<file path="src/core/xbc_defs.svh">
/*
 external bus control constants: register byte offsets, field positions, reset values, clocks per cycle.
 assumes inclusion by bare name from core design files.
*/
`ifndef XBC_DEFS_SVH
`define XBC_DEFS_SVH

`define XBC_OFF_BUS_CONTROL   12'h000
`define XBC_OFF_PIN_LEVELS    12'h004
`define XBC_OFF_DIRECTION     12'h008
`define XBC_OFF_OUTPUT_LATCH  12'h00c
`define XBC_OFF_MODE_CONTROL  12'h010
`define XBC_OFF_TABLE_LATCH   12'h014
`define XBC_OFF_STATUS        12'h018

`define XBC_BIT_RELEASE       7
`define XBC_BIT_WAIT_HI       5
`define XBC_BIT_WAIT_LO       4
`define XBC_BIT_WM_HI         1
`define XBC_BIT_WM_LO         0
`define XBC_CTRL_WMASK        8'hb3

`define XBC_BIT_MC_INTERNAL   0
`define XBC_BIT_MC_WIDE       1
`define XBC_BIT_MC_PSP        2
`define XBC_BIT_MC_LOWPOWER   3

`define XBC_RST_CTRL          8'h00
`define XBC_RST_DIR           8'hff
`define XBC_RST_LATCH         8'h00

`define XBC_CYCLE_CLKS        3'd4

`endif

</file>
<file path="src/core/xbc_pkg.sv">
/*
 external bus control types.
 assumes nothing beyond the defs header.
*/
package xbc_pkg;
    typedef enum logic [2:0] {XBC_IDLE, XBC_ADDR, XBC_WAIT, XBC_DATA, XBC_DONE} xbc_state_t;
endpackage

</file>
<file path="src/core/xbc_bus_ctrl.sv">
/*
 external memory bus control with port d pin mux, axi4-lite register slave.
 assumes one 25 mhz clock, synchronous active-high reset, inputs synchronous to sys_clk.
*/
`timescale 1ns/10ps
`default_nettype none
`include "xbc_defs.svh"

// How it works
// - internal-only mode blocks control register writes
// - release bit zero keeps bus owning pins
// - release bit one frees pins except accesses
// - release bit resets to zero
// - wait field adds three minus code cycles
// - write mode matters only at 16-bit width
// - word mode drives both latches, high strobe on upper access
// - byte select copies byte, strobe plus enable
// - bits 6,3,2 read zero
// - slow run clock just slows bus cycles
// - sleep/idle freezes bus pins
// - sleep/idle force enables high
// - direction one input, zero drives latch
// - latch reads return latch not pins
// - reset makes port pins inputs
// - enabled bus owns port, overrides direction
// - parallel port beats io, yields bus
// - address/data drive beats all, ignores direction
module xbc_bus_ctrl
(
    input  wire logic        sys_clk,
    input  wire logic        rst,
    input  wire logic [11:0] s_axi_awaddr,
    input  wire logic        s_axi_awvalid,
    output logic             s_axi_awready,
    input  wire logic [31:0] s_axi_wdata,
    input  wire logic [3:0]  s_axi_wstrb,
    input  wire logic        s_axi_wvalid,
    output logic             s_axi_wready,
    output logic [1:0]       s_axi_bresp,
    output logic             s_axi_bvalid,
    input  wire logic        s_axi_bready,
    input  wire logic [11:0] s_axi_araddr,
    input  wire logic        s_axi_arvalid,
    output logic             s_axi_arready,
    output logic [31:0]      s_axi_rdata,
    output logic [1:0]       s_axi_rresp,
    output logic             s_axi_rvalid,
    input  wire logic        s_axi_rready,
    input  wire logic        cycle_enable,
    input  wire logic        sleep_idle,
    input  wire logic        mem_req,
    input  wire logic        mem_write,
    input  wire logic        mem_upper,
    input  wire logic [7:0]  mem_addr,
    output logic             mem_done,
    output logic [7:0]       mem_rdata,
    input  wire logic [7:0]  psp_rd_data,
    input  wire logic        psp_drive,
    input  wire logic [7:0]  port_d_in,
    output logic [7:0]       port_d_out,
    output logic [7:0]       port_d_oe,
    output logic [7:0]       ad_high_out,
    output logic             ttl_buffers,
    output logic             ale,
    output logic             write_high_strobe,
    output logic             chip_enable_n,
    output logic             upper_byte_enable_n,
    output logic             lower_byte_enable_n
);
    logic [7:0]  external_bus_control;
    logic [7:0]  port_d_direction_bits;
    logic [7:0]  port_d_output_latch;
    logic [3:0]  mode_control;
    logic [7:0]  table_latch_low;
    logic [7:0]  table_latch_high;
    logic [7:0]  port_d_pin_levels;
    xbc_pkg::xbc_state_t state;
    logic [1:0]  wait_left;
    logic        aw_held;
    logic        w_held;
    logic [11:0] aw_addr;
    logic [31:0] w_data;
    logic [3:0]  w_strb;
    logic        wr_fire;
    logic        wr_ok;
    logic        bus_on;
    logic        wide;
    logic        internal_only;
    logic        psp_on;
    logic        upper_sel;
    logic        is_write;
    logic [7:0]  addr_hold;
    logic [7:0]  next_port_out;
    logic [7:0]  next_port_oe;
    logic [31:0] next_rdata;

    assign internal_only = mode_control[`XBC_BIT_MC_INTERNAL];
    assign wide = mode_control[`XBC_BIT_MC_WIDE];
    assign psp_on = mode_control[`XBC_BIT_MC_PSP];
    assign bus_on = !internal_only
        && (!external_bus_control[`XBC_BIT_RELEASE] || state != xbc_pkg::XBC_IDLE);

    // axi write side: address and data taken in either order
    assign wr_fire = aw_held && w_held && !s_axi_bvalid;
    assign wr_ok = wr_fire && (aw_addr == `XBC_OFF_BUS_CONTROL || aw_addr == `XBC_OFF_PIN_LEVELS
        || aw_addr == `XBC_OFF_DIRECTION || aw_addr == `XBC_OFF_OUTPUT_LATCH
        || aw_addr == `XBC_OFF_MODE_CONTROL || aw_addr == `XBC_OFF_TABLE_LATCH
        || aw_addr == `XBC_OFF_STATUS);

    always_ff @(posedge sys_clk)
    begin
        if (rst)
        begin
            aw_held <= 1'b0;
            w_held <= 1'b0;
            aw_addr <= 12'h000;
            w_data <= 32'h0000_0000;
            w_strb <= 4'h0;
            s_axi_awready <= 1'b0;
            s_axi_wready <= 1'b0;
            s_axi_bvalid <= 1'b0;
            s_axi_bresp <= 2'b00;
        end
        else
        begin
            s_axi_awready <= !aw_held && !s_axi_awready;
            s_axi_wready <= !w_held && !s_axi_wready;
            if (s_axi_awvalid && s_axi_awready)
            begin
                aw_held <= 1'b1;
                aw_addr <= {s_axi_awaddr[11:2], 2'b00};
                s_axi_awready <= 1'b0;
            end
            if (s_axi_wvalid && s_axi_wready)
            begin
                w_held <= 1'b1;
                w_data <= s_axi_wdata;
                w_strb <= s_axi_wstrb;
                s_axi_wready <= 1'b0;
            end
            if (wr_fire)
            begin
                s_axi_bvalid <= 1'b1;
                s_axi_bresp <= wr_ok ? 2'b00 : 2'b10;
            end
            if (s_axi_bvalid && s_axi_bready)
            begin
                s_axi_bvalid <= 1'b0;
                aw_held <= 1'b0;
                w_held <= 1'b0;
            end
        end
    end

    // register writes; byte lane 0 carries data, lane 1 only for the table latch high byte
    always_ff @(posedge sys_clk)
    begin
        if (rst)
        begin
            external_bus_control <= `XBC_RST_CTRL;
            port_d_direction_bits <= `XBC_RST_DIR;
            port_d_output_latch <= `XBC_RST_LATCH;
            mode_control <= 4'h0;
            table_latch_low <= 8'h00;
            table_latch_high <= 8'h00;
        end
        else if (wr_fire && w_strb[0])
        begin
            unique case (aw_addr)
                `XBC_OFF_BUS_CONTROL:
                    if (!internal_only)
                        external_bus_control <= w_data[7:0] & `XBC_CTRL_WMASK;
                `XBC_OFF_PIN_LEVELS,
                `XBC_OFF_OUTPUT_LATCH:
                    port_d_output_latch <= w_data[7:0];
                `XBC_OFF_DIRECTION:
                    port_d_direction_bits <= w_data[7:0];
                `XBC_OFF_MODE_CONTROL:
                    mode_control <= w_data[3:0];
                `XBC_OFF_TABLE_LATCH:
                begin
                    table_latch_low <= w_data[7:0];
                    if (w_strb[1])
                        table_latch_high <= w_data[15:8];
                end
                default:
                    ;
            endcase
        end
    end

    always_comb
    begin
        next_rdata = 32'h0000_0000;
        unique case ({s_axi_araddr[11:2], 2'b00})
            `XBC_OFF_BUS_CONTROL:  next_rdata[7:0] = external_bus_control & `XBC_CTRL_WMASK;
            `XBC_OFF_PIN_LEVELS:   next_rdata[7:0] = port_d_pin_levels;
            `XBC_OFF_DIRECTION:    next_rdata[7:0] = port_d_direction_bits;
            `XBC_OFF_OUTPUT_LATCH: next_rdata[7:0] = port_d_output_latch;
            `XBC_OFF_MODE_CONTROL: next_rdata[3:0] = mode_control;
            `XBC_OFF_TABLE_LATCH:  next_rdata[15:0] = {table_latch_high, table_latch_low};
            `XBC_OFF_STATUS:       next_rdata[3:0] = {bus_on, (state == xbc_pkg::XBC_IDLE) ? 3'd0 : 3'd1};
            default:               next_rdata = 32'h0000_0000;
        endcase
    end

    always_ff @(posedge sys_clk)
    begin
        if (rst)
        begin
            s_axi_arready <= 1'b0;
            s_axi_rvalid <= 1'b0;
            s_axi_rdata <= 32'h0000_0000;
            s_axi_rresp <= 2'b00;
        end
        else
        begin
            s_axi_arready <= !s_axi_rvalid && !s_axi_arready;
            if (s_axi_arvalid && s_axi_arready)
            begin
                s_axi_arready <= 1'b0;
                s_axi_rvalid <= 1'b1;
                s_axi_rdata <= next_rdata;
                s_axi_rresp <= (s_axi_araddr[11:2] > 10'd6) ? 2'b10 : 2'b00;
            end
            else if (s_axi_rvalid && s_axi_rready)
                s_axi_rvalid <= 1'b0;
        end
    end

    always_ff @(posedge sys_clk)
    begin
        if (rst)
            port_d_pin_levels <= 8'h00;
        else
            port_d_pin_levels <= port_d_in;
    end

    // bus cycle engine; cycle_enable marks each instruction cycle, so a slower
    // run clock just stretches the access and wait states grow in real time
    always_ff @(posedge sys_clk)
    begin
        if (rst)
        begin
            state <= xbc_pkg::XBC_IDLE;
            wait_left <= 2'd0;
            is_write <= 1'b0;
            upper_sel <= 1'b0;
            addr_hold <= 8'h00;
            mem_done <= 1'b0;
            mem_rdata <= 8'h00;
        end
        else
        begin
            mem_done <= 1'b0;
            if (cycle_enable && !sleep_idle)
            begin
                unique case (state)
                    xbc_pkg::XBC_IDLE:
                        if (mem_req && !internal_only)
                        begin
                            state <= xbc_pkg::XBC_ADDR;
                            is_write <= mem_write;
                            upper_sel <= mem_upper;
                            addr_hold <= mem_addr;
                        end
                    xbc_pkg::XBC_ADDR:
                    begin
                        wait_left <= 2'd3 - external_bus_control[`XBC_BIT_WAIT_HI:`XBC_BIT_WAIT_LO];
                        state <= xbc_pkg::XBC_WAIT;
                    end
                    xbc_pkg::XBC_WAIT:
                        if (wait_left == 2'd0)
                            state <= xbc_pkg::XBC_DATA;
                        else
                            wait_left <= wait_left - 2'd1;
                    xbc_pkg::XBC_DATA:
                    begin
                        mem_rdata <= port_d_in;
                        state <= xbc_pkg::XBC_DONE;
                    end
                    xbc_pkg::XBC_DONE:
                    begin
                        mem_done <= 1'b1;
                        state <= xbc_pkg::XBC_IDLE;
                    end
                    default:
                        state <= xbc_pkg::XBC_IDLE;
                endcase
            end
        end
    end

    // pin drive; in sleep/idle the enables are forced high and the other registers hold, freezing their pins
    always_comb
    begin
        next_port_out = port_d_output_latch;
        next_port_oe = ~port_d_direction_bits;
        if (psp_on && psp_drive)
        begin
            next_port_out = psp_rd_data;
            next_port_oe = 8'hff;
        end
        if (bus_on)
        begin
            next_port_oe = 8'h00;
            if (state == xbc_pkg::XBC_ADDR || state == xbc_pkg::XBC_WAIT)
            begin
                next_port_out = addr_hold;
                next_port_oe = 8'hff;
            end
            else if (state == xbc_pkg::XBC_DATA && is_write)
            begin
                // word and byte-select modes keep the low latch on the low byte lane
                next_port_out = table_latch_low;
                if (wide && upper_sel && external_bus_control[`XBC_BIT_WM_HI:`XBC_BIT_WM_LO] == 2'b00)
                    next_port_out = table_latch_high;
                next_port_oe = 8'hff;
            end
        end
    end

    always_ff @(posedge sys_clk)
    begin
        if (rst)
        begin
            port_d_out <= 8'h00;
            port_d_oe <= 8'h00;
            ad_high_out <= 8'h00;
            ttl_buffers <= 1'b0;
            ale <= 1'b0;
            write_high_strobe <= 1'b0;
            chip_enable_n <= 1'b1;
            upper_byte_enable_n <= 1'b1;
            lower_byte_enable_n <= 1'b1;
        end
        else if (sleep_idle)
        begin
            chip_enable_n <= 1'b1;
            upper_byte_enable_n <= 1'b1;
            lower_byte_enable_n <= 1'b1;
        end
        else
        begin
            port_d_out <= next_port_out;
            port_d_oe <= next_port_oe;
            ttl_buffers <= psp_on || bus_on;
            ale <= bus_on && state == xbc_pkg::XBC_ADDR;
            chip_enable_n <= !(bus_on && state != xbc_pkg::XBC_IDLE);
            write_high_strobe <= 1'b0;
            upper_byte_enable_n <= 1'b1;
            lower_byte_enable_n <= 1'b1;
            ad_high_out <= 8'h00;
            if (state == xbc_pkg::XBC_DATA && is_write && bus_on)
            begin
                if (!wide)
                    lower_byte_enable_n <= 1'b0;
                else if (external_bus_control[`XBC_BIT_WM_HI])
                begin
                    ad_high_out <= table_latch_high;
                    write_high_strobe <= upper_sel;
                    upper_byte_enable_n <= 1'b0;
                    lower_byte_enable_n <= 1'b0;
                end
                else if (external_bus_control[`XBC_BIT_WM_LO])
                begin
                    ad_high_out <= table_latch_low;
                    write_high_strobe <= 1'b1;
                    upper_byte_enable_n <= !upper_sel;
                    lower_byte_enable_n <= upper_sel;
                end
                else
                    lower_byte_enable_n <= 1'b0;
            end
        end
    end
endmodule
`default_nettype wire

</file>
<file path="config.mk">
export PLATFORM = sky130hd
export DESIGN_NAME = xbc_bus_ctrl
export DESIGN_NICKNAME = d
export VERILOG_FILES = /design/src/core/xbc_pkg.sv /design/src/core/xbc_bus_ctrl.sv
export VERILOG_INCLUDE_DIRS = /design/src /design/src/core
export SDC_FILE = /design/constraint.sdc
export NUM_CORES = 1
export LEC_CHECK = 0
export BUFFER_PORTS_ARGS = -buffer_cell sky130_fd_sc_hd__buf_2
export CAP_MARGIN = 5
export CORE_MARGIN = 4
export CORE_UTILIZATION = 48
export CTS_BUF_LIST = sky130_fd_sc_hd__clkbuf_16
export DETAILED_ROUTE_END_ITERATION = 7
export GPL_ROUTABILITY_DRIVEN = 0
export PLACE_DENSITY = 0.76
export SYNTH_ARGS = -nofsm -noshare
export SYNTH_HDL_FRONTEND = slang
export SYNTH_SLANG_ARGS = --single-unit
</file>
<file path="constraint.sdc">
create_clock -name sys_clk -period 1.7 [get_ports sys_clk]
set_input_delay 0.085 -clock sys_clk [delete_from_list [all_inputs] [get_ports sys_clk]]
set_output_delay 0.085 -clock sys_clk [all_outputs]
set_load 0.03 [all_outputs]
</file>
Word-level counts from Yosys, hierarchy flattened
Index checks and enable logic that the tools add are counted.
- memories: 0
- ROM bits: 0
- RAM bits: 0
- output and inout bits: 80
- latch bits: 0
- bits in registers: 158
- input bits: 97
- word-level logic and storage cells: 169
- shift operators: 0
- reductions and logical operators: 70
- add/subtract/negate cells: 2
- order comparisons: 1
- multiply operators: 0
- multiplexer cells: 36
- bitwise gates (word level): 5
- divide/modulo/power cells: 0
- equal/unequal tests: 19
- operators with widths (kind ; count):
    $mux W8 ; 14
    $eq A10 B3 Y1 const B ; 6
    $eq A10 B2 Y1 const B ; 4
    $pmux W4 S7 ; 1
    $logic_and A1 B1 Y1 ; 22
    $eq A10 B1 Y1 const B ; 2
    $pmux W4 S5 ; 1
    $reduce_and A3 Y1 ; 5
    $reduce_or A2 Y1 ; 7
    $mux W1 ; 13
    $logic_not A1 Y1 ; 12
    $logic_not A12 Y1 ; 1
    $pmux W3 S4 ; 1
    $gt A10 B3 Y1 const B ; 1
    $logic_not A10 Y1 ; 1
    $reduce_and A2 Y1 ; 5
    $logic_or A1 B1 Y1 ; 9
    $not A8 Y8 ; 1
    $eq A3 B2 Y1 const B ; 2
    $mux W2 ; 3
    $mux W3 ; 2
    $logic_not A2 Y1 ; 2
    $ne A2 B2 Y1 const B ; 2
    $not A1 Y1 ; 4
    11 further kinds ; 12

Longest topological paths before layout
- depth in word-level cells: 9
- gate-level depth with buffers: 7
- depth with buffers taken out: 6

Worst setup path before layout
Ideal clock, no wire load.
- path type: reg-to-reg
- from: register s_axi_bvalid
- to: register port_d_output_latch[0]
- setup slack: -0.065 ns
- buffers on the path: 2
- setup time: 0.119 ns
- cell stages (with the launch flop): 7
- data arrival time: 1.646 ns
- data required time: 1.581 ns
- period minus slack after synthesis: 1.765 ns
- cell sequence: dfxtp_1 and3b_1 buf_2 nand3_2 or4b_1 buf_6 mux2i_1
- word-level cells in the longest chain between the ends: 4
- ends and longest elaborated chain (item ; RTL line ; source):
    from (decl) ; xbc_bus_ctrl.sv:40 ; output logic s_axi_bvalid,
    from (signal assigned) ; xbc_bus_ctrl.sv:121 ; s_axi_bvalid <= 1'b0;
    from (signal assigned) ; xbc_bus_ctrl.sv:143 ; s_axi_bvalid <= 1'b1;
    from (signal assigned) ; xbc_bus_ctrl.sv:148 ; s_axi_bvalid <= 1'b0;
    $logic_not A1 Y1 ; xbc_bus_ctrl.sv:104 ; assign wr_fire = aw_held && w_held && !s_axi_bvalid;
    $logic_and A1 B1 Y1 ; xbc_bus_ctrl.sv:104 ;
    $logic_and A1 B1 Y1 ; xbc_bus_ctrl.sv:167 ; else if (wr_fire && w_strb[0])
    $reduce_and A2 Y1 (no line) ; - ;
    to (signal assigned) ; xbc_bus_ctrl.sv:162 ; port_d_output_latch <= `XBC_RST_LATCH;
    to (signal assigned) ; xbc_bus_ctrl.sv:175 ; port_d_output_latch <= w_data[7:0];
    to (decl) ; xbc_bus_ctrl.sv:72 ; logic [7:0] port_d_output_latch;
No other way between the ends.
A chain may end at the register's enable or synchronous reset.

Final worst setup path
- from: register aw_addr[5]
- to: register port_d_output_latch[6]
- word-level cells in the longest chain between the ends: 3
- elaborated cells between the ends (all ways): 4
- classes of those cells: 2 x eq/ne; 2 x reduce/logical
- ends and longest elaborated chain (item ; RTL line ; source):
    from (decl) ; xbc_bus_ctrl.sv:81 ; logic [11:0] aw_addr;
    from (signal assigned) ; xbc_bus_ctrl.sv:131 ; aw_addr <= {s_axi_awaddr[11:2], 2'b00};
    $eq A10 B1 Y1 / $eq A10 B2 Y1 (equally long branches) ; xbc_bus_ctrl.sv:169 ; unique case (aw_addr)
    $reduce_or A2 Y1 * ; xbc_bus_ctrl.sv:169 ;
    $reduce_and A2 Y1 (no line) * ; - ;
Mark *: on every way between the ends. The rest lies on a longest branch, timed or not.

==> flow_metrics.py <==
metrics = {
    "cells_and_area": {
        "mostFrequentLayoutCells": "151 x sky130_fd_sc_hd__dfxtp_1, 135 x sky130_fd_sc_hd__buf_2, 111 x sky130_fd_sc_hd__nand2_1",
        "postLayoutCoreUtil_pct": 63.7,
        "finalNetCount": 1068,
        "antenna-diode-count": 0,
        "final_layout_size_suffix_gt1_share_pct": 23.6,
        "layout.cells.most_common": "sky130_fd_sc_hd__dfxtp_1",
        "areaGrowthSynthToFinish_pct": 29.9,
        "number_of_filler_cells_placed_in_the_layout": 1193,
        "final_cell_area_um2": 8840,
    },
    "yosys": {
        "synth-compound-area-share_pct": 14.2,
        "post_synthesis_cell_count": 778,
        "synth-adder-area-share_pct": 0.184,
        "synth_top_family_by_area": "simple AND/OR/NAND/NOR gates",
        "yosys_warnings": 0,
        "synth-simple-area-share_pct": 23.0,
        "seq_area_frac_synth_pct": 45.9,
        "ys_ff_latch": 156,
        "xor_xnor_share_of_the_synthesized_area_pct": 0,
        "distinct_cell_type_count_of_the_synthesized_netlist": 56,
        "synth_mux_area_share_pct": 10.5,
        "syn_avg_cell_area_um2": 8.75,
        "synth.cell_area_um2": 6810,
        "postSynth.topFlopCell": "sky130_fd_sc_hd__dfxtp_1",
        "number_of_flops_mapped_to_enable_cells_by_yosys": 0,
        "post_synth_arst_share_pct": 0,
    },
    "worst_hold_path": {
        "holdCritPathClass": "primary input to flop",
        "worstHoldStart": "rst",
        "hold_depth": 2,
    },
    "grt": {
        "first_pass_grt_wire_length_um": 29800,
        "grt_max_degree": 64,
        "grt_antenna_before_repair": 0,
        "global_route.usage.total_pct": 23.0,
        "vias_in_the_first_global_route": 5836,
        "total_congestion_overflow_after_global_routing": 0,
    },
    "setup_path": {
        "r2r.worst_path.cells": 3,
        "critPathSlowestCell": "sky130_fd_sc_hd__or4b_4",
        "timing.critical_path.arrival_ps": 1950,
        "timing.critical_path.max_delay_family": "simple AND/OR/NAND/NOR gates",
        "critPathKind": "flop to flop",
        "r2r_start": "aw_addr[5]",
        "crit_path_max_incr_delay_ps": 650,
        "timing.critical_path.to_type": "flop",
        "maximum_fanout_count_along_the_critical_path": 8,
        "timing.critical_path.cells": "or3_4, or4b_4, mux2i_1",
        "cp.required_ps": 1990,
        "worst-path-stages": 3,
        "number_of_buffer_and_inverter_instances_along_the_worst_setup_path": 0,
        "setup.worst_path.start_class": "flop",
        "critPathLaunch": "aw_addr[5]",
    },
    "route": {
        "dr.pass1.iters": 5,
        "dr_total_vias": 6253,
        "route.detailed.drc": 0,
        "avgViaCountPerCell": 5.38,
        "postRouteAntennaNets": 0,
        "route.detailed.wl_per_inst_um": 16.0,
        "wirelength_um": 18600,
        "first_iter_violations": 423,
    },
    "sta": {
        "hold_viol_final": 0,
        "finalCriticalPeriod_ps": 1660,
        "slew_violations": 0,
        "slew_headroom_pct": 19.8,
        "min_period_over_period_pct": 97.6,
        "fin_hold_ws_ps": 22.8,
        "max_slew.worst_pin.slew_ps": 1200,
        "setup_violations": 0,
        "grt_setup_unrepaired": "true",
        "max_freq_mhz": 603,
        "fin_worst_skew_ps": 11.6,
    },
    "clock_tree": {
        "cts-buffers-inserted": 17,
        "clockRootBuffer": "sky130_fd_sc_hd__clkbuf_16",
        "clkLatencyLatePin_ps": 420,
        "clk_pin_slew_worst_paths_ps": 60,
        "clock-sinks": 156,
        "htree_num_levels": 4,
        "ctsLongestPathBuffers": 2,
        "cts_tree": "yes",
    },
    "floorplan": {
        "initial_core_util_pct": 49.0,
        "die_outline_height_um": 127,
        "die_x_um": 127,
        "io-pin-count": 177,
        "die_outline_area_um2": 16100,
        "core_area_um2": 13900,
        "placementRows": 43,
    },
    "pwr": {
        "vdd_drop_max_uv": 645,
        "power-per-cell-area_nw_per_um2": 935,
        "leakagePower_nw": 3.68,
        "total_power_w": 0.00827,
    },
    "status": {
        "result_of_the_run": "completed",
    },
    "placement": {
        "detailedPlacementHpwl_um": 13200,
        "place.port_buffers": 136,
        "dpl-instance-area_um2": 7750,
    },
    "run": {
        "timing.max_cap.violations": 0,
    },
}
==> what timing repair did <==
item,4_1_cts,5_1_grt
hold buffers,50,0
resized for setup,2,9
buffers inserted,0,2
setup endpoints to repair,9,40
pin swaps,1,1
hold endpoints to repair,60,0
==> synth_stat cells (all sizes together) (8+ instances only) <==
| cell type | count | area share, % |
|---|---|---|
| a21oi | 68 | 5.0 |
| mux2i | 58 | 8.5 |
| nand2b | 21 | 1.9 |
| o21ai | 33 | 2.4 |
| nor2 | 77 | 4.2 |
| buf | 33 | 3.1 |
| clkbuf | 39 | 2.2 |
| o21a | 10 | 1.1 |
| nor3 | 13 | 0.96 |
| a22oi | 11 | 1.2 |
| dfxtp | 156 | 46 |
| inv | 14 | 0.77 |
| a221oi | 9 | 1.2 |
| a21o | 8 | 0.88 |
| nand4b | 10 | 1.3 |
| a32o | 8 | 1.2 |
| nor2b | 13 | 1.2 |
| nand2 | 111 | 6.1 |
| nand4 | 11 | 1.1 |
| nand3 | 20 | 1.5 |
==> registers in the layout (all words and copies together) (netlist names), 2 cells and up <==
register,flops
w_data,16
port_d_out,8
port_d_oe,8
mem_rdata,8
s_axi_rdata,16
port_d_pin_levels,8
table_latch_high,8
port_d_output_latch,8
table_latch_low,8
ad_high_out,8
state,3
addr_hold,8
w_strb,2
aw_addr,10
external_bus_control,5
wait_left,2
port_d_direction_bits,8
mode_control,4
==> worst paths after layout <==
kind	endpoint	slack [ps]
setup / recovery	port_d_output_latch[6]	40
hold / removal	s_axi_rdata[13]	20
setup reg to reg	port_d_output_latch[6]	40
hold reg to reg	s_axi_arready	450
==> metrics by stage <==
stage	TNS [ps]	setup WS, ps	std cells
after floorplan	0	1.98	795
after global placement	0	21.0	1080
after detailed placement	-56.0	-10.4	1080
after CTS	0	11.7	1161
after global routing	-171	-25.4	1162
final	0	40.8	1162
==> kinds of logic after synthesis <==
kind of cell             Yosys count
AND/OR/NAND/NOR                  310
buffers and inverters             87
multiplexers                      65
other                              1
adder cells (fa/ha/maj)            1
AO/OA/AOI/OAI                    158
flip-flops                       156
==> area by class of cell <==
cell class	count	area (um^2)	area share, %
multi-input cells	552	3370	38.2
flip-flops and latches	156	3130	35.4
repair buffers	228	1510	17.1
clock buffers	17	425	4.81
well taps	180	225	2.55
clock inverters	14	116	1.32
inverters	15	56.3	0.637
==> per-layer routing <==
metal  global-route usage, %  routed length, um  up-vias
li1                        -                  -     3071
met1                    30.5               8370     2902
met2                    36.3               8600      245
met3                    5.64               1230       35
met4                    9.21                447        0
met5                       0                  0        -
==> report_power, final <==
part / internal, W / switching (W)
clock: 0.00210 / 0.00143
combinational: 0.000381 / 0.000505
sequential: 0.00376 / 0.0000867
Note: power is estimated with default switching activity, not from simulation.
